[config.mk]
export PLATFORM = sky130hd
export DESIGN_NAME = motor_brake_and_speed_search_seq
export DESIGN_NICKNAME = d
export VERILOG_FILES = /design/src/brake_search_pkg.sv /design/src/motor_brake_and_speed_search_seq.sv
export VERILOG_INCLUDE_DIRS = /design/src
export SDC_FILE = /design/constraint.sdc
export NUM_CORES = 1
export LEC_CHECK = 0
export ABC_CLOCK_PERIOD_IN_PS = 3070
export BUFFER_PORTS_ARGS = -buffer_cell sky130_fd_sc_hd__buf_2
export CAP_MARGIN = 20
export CELL_PAD_IN_SITES_DETAIL_PLACEMENT = 0
export CELL_PAD_IN_SITES_GLOBAL_PLACEMENT = 1
export CORE_MARGIN = 2
export CORE_UTILIZATION = 40
export DETAILED_ROUTE_END_ITERATION = 8
export PLACE_DENSITY = 0.9
export SLEW_MARGIN = 20
export SYNTH_ARGS = -nofsm -noshare
export SYNTH_HDL_FRONTEND = slang
export SYNTH_SLANG_ARGS = --single-unit
export TNS_END_PERCENT = 50
[constraint.sdc]
create_clock -name mclk_in -period 3.07 [get_ports mclk_in]
set_input_delay 0.1535 -clock mclk_in [delete_from_list [all_inputs] [get_ports mclk_in]]
set_output_delay 0.1535 -clock mclk_in [all_outputs]
set_load 0.01 [all_outputs]
[src/brake_search_map.svh]
`ifndef BRAKE_SEARCH_MAP_SVH
`define BRAKE_SEARCH_MAP_SVH
// ----------------------------------------------------------------------------
// setting encodings and defaults
// ----------------------------------------------------------------------------
`define STOP_RAMP              2'h0          // ramp-to-stop code
`define STOP_COAST             2'h1          // coast-to-stop code
`define SEARCH_DETECT          1'h0          // current-detection search
`define SEARCH_ESTIMATE        1'h1          // speed-estimation search
`define BRAKE_FREQ_DEFAULT     16'h0005      // 0.5 Hz in 0.1 Hz units
`define BRAKE_FREQ_MAX         16'h0064      // 10.0 Hz in 0.1 Hz units
`define INJ_PCT_DEFAULT        8'h32         // 50 percent
`define INJ_PCT_MAX            8'h4B         // 75 percent
`define INJ_PCT_CARRIER_LIMIT  8'h32         // above 50 percent: low carrier
`define CARRIER_LOW_KHZ        8'h01         // 1 kHz carrier
`define INJ_START_DEFAULT      16'h0032      // 0.50 s in 10 ms units
`define INJ_STOP_DEFAULT       16'h0032      // 0.50 s
`define INJ_TIME_MAX           16'h03E8      // 10.00 s
`define SHORT_START_DEFAULT    16'h0000      // 0.00 s
`define SHORT_STOP_DEFAULT     16'h0032      // 0.50 s
`define SHORT_TIME_MAX         16'h09F6      // 25.50 s
`define FLUX_PCT_DEFAULT       16'h0000      // 0 percent
`define FLUX_PCT_MAX           16'h03E8      // 1000 percent
// ----------------------------------------------------------------------------
// timing
// ----------------------------------------------------------------------------
`define CLK_HZ                 25000000      // mclk_in rate
`define TICK_MS                10            // timer resolution in ms
`define TICK_CYCLES            (`CLK_HZ / 1000 * `TICK_MS)
`endif

[src/brake_search_pkg.sv]
package brake_search_pkg;
    // ------------------------------------------------------------------------
    // control method and sequencer states
    // ------------------------------------------------------------------------
    typedef enum logic [1:0] {
        VF_MODE                  = 2'b00,
        OPEN_LOOP_VECTOR_MODE    = 2'b10,
        MAGNET_MOTOR_VECTOR_MODE = 2'b11
    } control_mode_e;
    typedef enum logic [3:0] {
        ST_IDLE      = 4'b0000,
        ST_WAIT      = 4'b0001,
        ST_INJ_START = 4'b0010,
        ST_SHORT_ST  = 4'b0011,
        ST_EMF_EST   = 4'b0100,
        ST_INJECT    = 4'b0101,
        ST_DETECT    = 4'b0110,
        ST_RECOVER   = 4'b0111,
        ST_RUN       = 4'b1000,
        ST_INJ_STOP  = 4'b1001,
        ST_SHORT_SP  = 4'b1010,
        ST_COAST     = 4'b1011
    } seq_state_e;
    // ------------------------------------------------------------------------
    // outputs to power stage and ramp generator
    // ------------------------------------------------------------------------
    typedef struct packed {
        logic        baseblock;       // output off
        logic        dc_inject;       // dc injection active
        logic        phase_short;     // three phases shorted
        logic        flux_boost;      // start flux boost active
        logic [15:0] flux_pct;        // boost level
        logic [7:0]  inj_pct;         // injection current level
        logic        carrier_low;     // force 1 kHz carrier
        logic        search_active;   // speed search running
        logic        search_inject;   // search by current injection
        logic        search_emf;      // search by back emf
        logic        search_detect;   // current-detection search
        logic        freq_lower;      // ramp generator: lower frequency
        logic        volt_recover;    // raise voltage with recovery constant
        logic        ramp_to_ref;     // ramp to frequency reference
        logic        ramp_enable;     // normal ramp operation
    } drive_cmd_s;
endpackage

[src/motor_brake_and_speed_search_seq.sv]
`include "brake_search_map.svh"
module motor_brake_and_speed_search_seq #(
    parameter int TICK_CYCLES = `TICK_CYCLES            // cycles per 10 ms tick
) (
    input  wire logic                           mclk_in,                 // 25 MHz clock
    input  wire logic                           reset_n_in,              // async reset, low
    input  wire logic                           run_cmd_in,              // run command
    input  wire logic                           ext_search_in,           // external search
    input  wire logic                           power_ok_in,             // supply present
    input  wire logic                           current_over_in,         // current > threshold
    input  wire logic                           emf_found_in,            // estimate done
    input  wire logic                           recover_done_in,         // voltage recovered
    input  wire logic [15:0]                    out_freq_in,             // 0.1 Hz units
    input  wire logic [15:0]                    brake_start_freq_in,     // 0.1 Hz units
    input  wire logic [15:0]                    min_output_freq_in,      // 0.1 Hz units
    input  wire logic [7:0]                     injection_current_pct_in,// percent
    input  wire logic [15:0]                    injection_time_at_start_in, // 10 ms
    input  wire logic [15:0]                    injection_time_at_stop_in,  // 10 ms
    input  wire logic [15:0]                    flux_boost_pct_in,       // percent
    input  wire logic [15:0]                    phase_short_time_at_start_in, // 10 ms
    input  wire logic [15:0]                    phase_short_time_at_stop_in,  // 10 ms
    input  wire logic [1:0]                     stopping_method_sel_in,  // stop method
    input  wire logic [1:0]                     control_method_sel_in,   // control mode
    input  wire logic                           search_at_start_en_in,   // search each run
    input  wire logic                           search_type_sel_in,      // 1 estimate, 0 detect
    input  wire logic [15:0]                    min_baseblock_time_in,   // 10 ms
    input  wire logic [15:0]                    search_delay_time_in,    // 10 ms
    output brake_search_pkg::drive_cmd_s        cmd_out,                 // drive commands
    output logic [7:0]                          carrier_khz_cap_out,     // carrier cap, 0 none
    output logic [3:0]                          state_out                // sequencer state
);
    // ------------------------------------------------------------------------
    // input synchronisers for pin-level signals
    // ------------------------------------------------------------------------
    logic [3:0] sync1_q;                                        // first stage
    logic [3:0] sync2_q;                                        // second stage
    logic       run_s;                                          // synced run
    logic       ext_s;                                          // synced ext search
    logic       pwr_s;                                          // synced supply
    logic       cur_s;                                          // synced current flag
    // two flip-flops per pin input
    always_ff @(posedge mclk_in or negedge reset_n_in)
    begin
        if (!reset_n_in)
        begin
            sync1_q <= 4'h0;
            sync2_q <= 4'h0;
        end
        else
        begin
            sync1_q <= {current_over_in, power_ok_in, ext_search_in, run_cmd_in};
            sync2_q <= sync1_q;
        end
    end
    assign run_s = sync2_q[0];
    assign ext_s = sync2_q[1];
    assign pwr_s = sync2_q[2];
    assign cur_s = sync2_q[3];
    // ------------------------------------------------------------------------
    // 10 ms tick divider
    // ------------------------------------------------------------------------
    logic [31:0] div_q;                                         // divider count
    logic [31:0] div_d;                                         // next count
    logic        tick;                                          // 10 ms enable
    // divider next value
    always_comb
    begin
        tick  = (div_q == 32'(TICK_CYCLES - 1));
        div_d = tick ? 32'h0000_0000 : div_q + 32'h0000_0001;
    end
    // divider register
    always_ff @(posedge mclk_in or negedge reset_n_in)
    begin
        if (!reset_n_in)
            div_q <= 32'h0000_0000;
        else
            div_q <= div_d;
    end
    // ------------------------------------------------------------------------
    // helpers
    // ------------------------------------------------------------------------
    // larger of two 16-bit values
    function automatic logic [15:0] max16(input logic [15:0] a, input logic [15:0] b);
        max16 = (a > b) ? a : b;
    endfunction
    logic        magnet_mode;                                   // shorting mode
    logic [15:0] stop_freq;                                     // effective brake freq
    logic [15:0] wait_time;                                     // search wait
    logic [7:0]  inj_pct;                                       // clamped current
    assign magnet_mode = (control_method_sel_in ==
                          brake_search_pkg::MAGNET_MOTOR_VECTOR_MODE);
    assign stop_freq   = max16(brake_start_freq_in, min_output_freq_in);
    assign wait_time   = max16(min_baseblock_time_in, search_delay_time_in);
    assign inj_pct     = (injection_current_pct_in > `INJ_PCT_MAX) ?
                         `INJ_PCT_MAX : injection_current_pct_in;
    // ------------------------------------------------------------------------
    // sequencer
    // ------------------------------------------------------------------------
    brake_search_pkg::seq_state_e st_q;                         // state
    brake_search_pkg::seq_state_e st_d;                         // next state
    logic [15:0] tmr_q;                                         // tick timer
    logic [15:0] tmr_d;                                         // next timer
    logic        run_q;                                         // last run level
    logic        emf_q;                                         // search by emf pending
    logic        emf_d;                                         // next emf flag
    logic        pwr_q;                                         // last supply level
    logic        tmr_zero;                                      // timer expired
    assign tmr_zero = (tmr_q == 16'h0000);
    // next-state logic
    always_comb
    begin
        st_d  = st_q;
        tmr_d = (tick && !tmr_zero) ? tmr_q - 16'h0001 : tmr_q;
        emf_d = emf_q;
        unique case (st_q)
            brake_search_pkg::ST_IDLE:
            begin
                if (run_s && pwr_s && !run_q)
                begin
                    // fresh start: start braking if its time is non-zero, then optional search
                    emf_d = 1'b0;
                    if (magnet_mode && phase_short_time_at_start_in != 16'h0000)
                    begin
                        st_d  = brake_search_pkg::ST_SHORT_ST;
                        tmr_d = phase_short_time_at_start_in;
                    end
                    else if (!magnet_mode && injection_time_at_start_in != 16'h0000)
                    begin
                        st_d  = brake_search_pkg::ST_INJ_START;
                        tmr_d = injection_time_at_start_in;
                    end
                    else if (search_at_start_en_in || ext_s)
                    begin
                        st_d  = brake_search_pkg::ST_WAIT;
                        tmr_d = wait_time;
                    end
                    else
                        st_d  = brake_search_pkg::ST_RUN;
                end
            end
            brake_search_pkg::ST_INJ_START,
            brake_search_pkg::ST_SHORT_ST:
            begin
                if (!run_s)
                    st_d = brake_search_pkg::ST_IDLE;
                else if (tmr_zero)
                begin
                    if (search_at_start_en_in || ext_s)
                    begin
                        st_d  = brake_search_pkg::ST_WAIT;
                        tmr_d = wait_time;
                    end
                    else
                        st_d = brake_search_pkg::ST_RUN;
                end
            end
            brake_search_pkg::ST_WAIT:
            begin
                if (!pwr_s)
                    tmr_d = search_delay_time_in;
                else if (!run_s)
                    st_d = brake_search_pkg::ST_IDLE;
                else if (tmr_zero)
                begin
                    if (search_type_sel_in == `SEARCH_DETECT)
                        st_d = brake_search_pkg::ST_DETECT;
                    else if (emf_q)
                        st_d = brake_search_pkg::ST_EMF_EST;
                    else
                        st_d = brake_search_pkg::ST_INJECT;
                end
            end
            brake_search_pkg::ST_EMF_EST:
            begin
                if (!run_s || !pwr_s)
                    st_d = brake_search_pkg::ST_COAST;
                else if (emf_found_in)
                    st_d = brake_search_pkg::ST_RECOVER;
            end
            brake_search_pkg::ST_INJECT,
            brake_search_pkg::ST_DETECT:
            begin
                if (!run_s || !pwr_s)
                    st_d = brake_search_pkg::ST_COAST;
                else if (!cur_s)
                    st_d = (st_q == brake_search_pkg::ST_INJECT) ? brake_search_pkg::ST_RECOVER :
                           brake_search_pkg::ST_RUN;
            end
            brake_search_pkg::ST_RECOVER:
            begin
                if (!run_s || !pwr_s)
                    st_d = brake_search_pkg::ST_COAST;
                else if (recover_done_in)
                    st_d = brake_search_pkg::ST_RUN;
            end
            brake_search_pkg::ST_RUN:
            begin
                if (!pwr_s)
                begin
                    // short baseblock: back emf is still present
                    st_d  = brake_search_pkg::ST_COAST;
                    tmr_d = 16'h0000;
                end
                else if (!run_s)
                begin
                    if (stopping_method_sel_in != `STOP_RAMP)
                    begin
                        st_d  = brake_search_pkg::ST_COAST;
                        tmr_d = 16'h0000;
                    end
                    else if (out_freq_in < stop_freq)
                    begin
                        st_d  = magnet_mode ? brake_search_pkg::ST_SHORT_SP :
                                brake_search_pkg::ST_INJ_STOP;
                        tmr_d = magnet_mode ? phase_short_time_at_stop_in :
                                injection_time_at_stop_in;
                    end
                end
            end
            brake_search_pkg::ST_INJ_STOP,
            brake_search_pkg::ST_SHORT_SP:
            begin
                if (tmr_zero)
                    st_d = brake_search_pkg::ST_IDLE;
            end
            brake_search_pkg::ST_COAST:
            begin
                // count baseblock; a long one loses back emf
                if (tick && tmr_q != 16'hFFFF)
                    tmr_d = tmr_q + 16'h0001;
                if (pwr_s && !pwr_q && tmr_q > min_baseblock_time_in)
                    tmr_d = 16'h0000;
                if (pwr_s && run_s)
                begin
                    emf_d = (tmr_q <= min_baseblock_time_in);
                    st_d  = brake_search_pkg::ST_WAIT;
                    tmr_d = (tmr_q <= min_baseblock_time_in) ?
                            search_delay_time_in : wait_time;
                end
                else if (tmr_q > min_baseblock_time_in && !run_s)
                    st_d = brake_search_pkg::ST_IDLE;
            end
            default:
                st_d = brake_search_pkg::ST_IDLE;
        endcase
    end
    // sequencer registers
    always_ff @(posedge mclk_in or negedge reset_n_in)
    begin
        if (!reset_n_in)
        begin
            st_q  <= brake_search_pkg::ST_IDLE;
            tmr_q <= 16'h0000;
            run_q <= 1'b0;
            emf_q <= 1'b0;
            pwr_q <= 1'b0;
        end
        else
        begin
            st_q  <= st_d;
            tmr_q <= tmr_d;
            run_q <= run_s;
            emf_q <= emf_d;
            pwr_q <= pwr_s;
        end
    end
    // ------------------------------------------------------------------------
    // output register
    // ------------------------------------------------------------------------
    brake_search_pkg::drive_cmd_s cmd_d;                        // next commands
    logic [7:0]                   cap_d;                        // next carrier cap
    // decode state into commands
    always_comb
    begin
        cmd_d               = '0;
        cmd_d.inj_pct       = inj_pct;
        cmd_d.dc_inject     = (st_q == brake_search_pkg::ST_INJ_START) ||
                              (st_q == brake_search_pkg::ST_INJ_STOP);
        cmd_d.phase_short   = (st_q == brake_search_pkg::ST_SHORT_ST) ||
                              (st_q == brake_search_pkg::ST_SHORT_SP);
        cmd_d.carrier_low   = cmd_d.dc_inject &&
                              (inj_pct > `INJ_PCT_CARRIER_LIMIT);
        cmd_d.flux_boost    = (st_q == brake_search_pkg::ST_INJ_START) &&
                              (out_freq_in < min_output_freq_in);
        cmd_d.flux_pct      = (flux_boost_pct_in > `FLUX_PCT_MAX) ?
                              `FLUX_PCT_MAX : flux_boost_pct_in;
        cmd_d.search_emf    = (st_q == brake_search_pkg::ST_EMF_EST);
        cmd_d.search_inject = (st_q == brake_search_pkg::ST_INJECT);
        cmd_d.search_detect = (st_q == brake_search_pkg::ST_DETECT);
        cmd_d.search_active = cmd_d.search_emf || cmd_d.search_inject ||
                              cmd_d.search_detect ||
                              (st_q == brake_search_pkg::ST_RECOVER);
        cmd_d.freq_lower    = (cmd_d.search_inject || cmd_d.search_detect) && cur_s;
        cmd_d.volt_recover  = (st_q == brake_search_pkg::ST_RECOVER);
        cmd_d.ramp_to_ref   = (st_q == brake_search_pkg::ST_RUN) && run_s;
        cmd_d.ramp_enable   = (st_q == brake_search_pkg::ST_RUN);
        cmd_d.baseblock     = (st_q == brake_search_pkg::ST_IDLE) ||
                              (st_q == brake_search_pkg::ST_WAIT) ||
                              (st_q == brake_search_pkg::ST_COAST);
        cap_d               = cmd_d.carrier_low ? `CARRIER_LOW_KHZ : 8'h00;
    end
    // register commands
    always_ff @(posedge mclk_in or negedge reset_n_in)
    begin
        if (!reset_n_in)
        begin
            cmd_out             <= '0;
            carrier_khz_cap_out <= 8'h00;
            state_out           <= 4'h0;
        end
        else
        begin
            cmd_out             <= cmd_d;
            carrier_khz_cap_out <= cap_d;
            state_out           <= st_q;
        end
    end
endmodule // motor_brake_and_speed_search_seq

==> impl_metrics.ini <==
[outcome]
outcome = finished with violations
failed_checks = setup timing

[cts]
cts_sinks = 104
cts_made_buffers = 9
clk_path_buf_depth = 2
ctsHtreeMaxLevel = 3
clk_pin_slew_ns = 0.07
clock_latency_ns = 0.36
ctsRootBufferMaster = clkbuf_16
cts_tree = yes

[hold_path]
whs_endpoint = cmd_out[21]
whs_path_depth = 2
holdCritPathClass = input port to flip-flop
min_from = flux_boost_pct_in[4]

[sta]
finClkSkew_ns = 0.02031
holdWs_ns = 0.01723
fin_ws_ns = -0.7088
drv_slew = 0
timing.fmax_mhz = 264.6
fin_setup_tns_ns = -10.43
slew_headroom_pct = 58.42
final-hold-violation-count = 0
worstMarginPinSlew_ns = 0.6179
min_period_ns = 3.779
setup_viol = 20
grt_setup_unrepaired = true
period_share_pct = 123.1

[detailed_routing]
drt-total-wl_mm = 37.28
drt-wirelength-per-cell_um = 20.51
vias = 10544
drt_iter0_drc = 1074
firstDrtPassIters = 5
drcViolationCount = 0
viasPerCell = 5.803
detail-route-antenna-nets = 0

[setup_path]
path_buf_inv = 4
critPathCaptureType = flip-flop
cpMostUsedCell = buf_6
critical-path-max-stage-delay_ns = 0.41
arrival_ns = 4.02
crit_path_top_delay_cell = or3_1
crit_fanout = 5
crit_family = compound AO/OA/AOI/OAI gates
path_depth = 21
critPathRequiredTime_ns = 3.31
r2r_slack_ns = -0.05
startpoint_type = input port
cp_cell_sequence = buf_6 -> inv_4 -> ha_4 -> nand4_1 -> nor4_2 -> a21boi_2 -> o31a_1 -> buf_6 -> buf_6 -> nor2_2 -> a21oi_2 -> ha_1 -> o21ai_1 -> o21ai_1 -> a221o_1 -> and4bb_4 -> a31oi_1 -> a21bo_2 -> a31oi_1 -> or3_1 -> a2bb2oi_2
path_class = input port to flip-flop
r2r_end = tmr_q[7]
r2r_start = tmr_q[10]
worstRegToRegCells = 13

[synthesis]
ys_seq_area_share_pct = 28.35
synthDistinctLibCells = 83
synth_edf_count = 0
synthArstFlopShare_pct = 100.0
synth_seq_cells = 104
postSynthCellCount = 1110
synth.avg_cell_area_sq_um = 8.269
yosysWarnings = 0
ys.flop_type = dfrtp_1
synth_area_sq_um = 9179

[pwr]
vdd_ir_drop_max_mv = 0.2790
p_leak_uw = 0.006147
power_density_nw_per_um2 = 543.4

[global_route]
grt_max_degree = 88
grt_pass1_wl_mm = 56.43
grt-ovfl-total = 0
first_global_vias = 10186
antenna_found_initial = 1
grt.total_usage_pct = 30.38

[floorplan]
num_rows = 55
coreArea_sq_um = 22570
die_h_um = 155.5
fp.dieW_um = 155.5
io_pins = 231
die_area_sq_um = 24170
initial_utilization_pct = 40.67

[placement]
dp_hpwl_mm = 30.53
port_buffers = 223
routabilityCongestion = 1.007

[job]
drv_cap = 0

[cells_and_area]
multi_input_area_sq_um = 6320
n_fill_cell = 2101
drive_gt1_share_pct = 35.36
layout.area.seq_sq_um = 2603
num-nets-final = 1789
area_growth_pct = 40.01
[worst max path at each step]
stage | from | end | slack, ns
4_1_cts | min_output_freq_in[14] | tmr_q[15] | -0.51
3_5_place_dp | min_output_freq_in[7] | tmr_q[10] | -0.99
3_3_place_gp | min_output_freq_in[7] | tmr_q[8] | -0.89
2_1_floorplan | min_output_freq_in[7] | tmr_q[15] | -0.58
6_report | min_output_freq_in[13] | tmr_q[15] | -0.71
5_1_grt | min_output_freq_in[14] | tmr_q[15] | -0.91
[cell usage in the layout (no fill, tap or decap), types with 16 or more instances in the layout]
cell,count
a21oi_1,82
a31oi_1,23
buf_2,210
buf_4,213
dfrtp_1,104
ha_1,69
inv_1,52
mux2i_1,16
nand2_1,115
nand2b_1,18
nand3_1,42
nand4_1,17
nor2_1,65
nor3_1,22
nor4_1,21
o21ai_0,37
or3_1,20
xnor2_1,32
xor2_1,23
[Yosys cell counts, drive strengths merged, types with 19 or more instances]
master / n / share of area [%]
xor2: 24 / 2.4
nor4: 29 / 2.7
o21ai: 53 / 2.9
inv: 64 / 2.6
xnor2: 33 / 3.2
nor2: 68 / 2.8
nand2: 117 / 4.8
nand3: 42 / 2.3
dfrtp: 104 / 28
a21oi: 88 / 4.8
ha: 81 / 11
buf: 30 / 2.1
clkbuf: 31 / 1.3
a31oi: 24 / 1.8
nor3: 23 / 1.3
or3: 20 / 1.4
nand4: 19 / 1.4
[per-stage QoR]
stage	utilization (%)	std cells	worst slack (ns)	cell area, sq um	total power [uW]
floorplan	-	1123	-0.5846	9418	3960
global placement	54.10	1784	-0.8913	12210	5613
detailed placement	54.10	1784	-0.9893	12210	5648
CTS	56.51	1813	-0.5120	12750	6864
global route	56.91	1815	-0.9124	12850	7361
finish	56.93	1817	-0.7088	12850	6983
[repair_timing]
| item | 4_1_cts | 5_1_grt |
|---|---|---|
| hold buffers | 10 | 0 |
| endpoints found under the hold margin | 26 | 0 |
| buffers inserted | 4 | 3 |
| pin swaps | 12 | 24 |
| endpoints found under the setup margin | 20 | 20 |
| resized for setup | 32 | 21 |
[logic make-up (layout without fill, tap and decap cells)]
group           after synthesis  after routing  share of synthesized area (%)
fa+ha+maj                    81             81                          11.04
other cells                   1             16                        0.04085
compound gates              312            312                          22.93
simple gates                411            411                          23.88
mux                          19             19                          2.113
xor+xnor                     57             57                          5.603
buf+inv                     125            532                          6.039
flops                       104            104                          28.35
[cell type report]
type / count / area share, %
clock inverter: 6 / 0.4089
timing repair buffer: 453 / 23.45
sequential: 104 / 20.25
tap: 285 / 2.775
multi-input combinational: 894 / 49.18
clock buffer: 9 / 1.753
antenna: 2 / 0.03894
inverter: 64 / 2.142
[sequential cells by signal, indices dropped and copies added (netlist names)]
name	flops
carrier_khz_cap_out	1
div_q	32
run_q	1
state_out	4
emf_q	1
tmr_q	16
st_q	4
pwr_q	1
sync1_q	4
sync2_q	4
cmd_out	36
[power breakdown]
part | internal [uW] | switching, uW | total (uW)
clock | 560 | 567 | 1130
combinational | 1800 | 2260 | 4060
sequential | 1570 | 229 | 1800
[routing by layer]
metal	GRT usage [%]	share of wire (%)	vias up
li1	-	-	4932
met3	5.320	8.4	102
met4	14.15	4.6	0
met5	0	0	-
met2	50.53	47	484
met1	38.43	40	5026
Power figures use the tool's default switching activity.
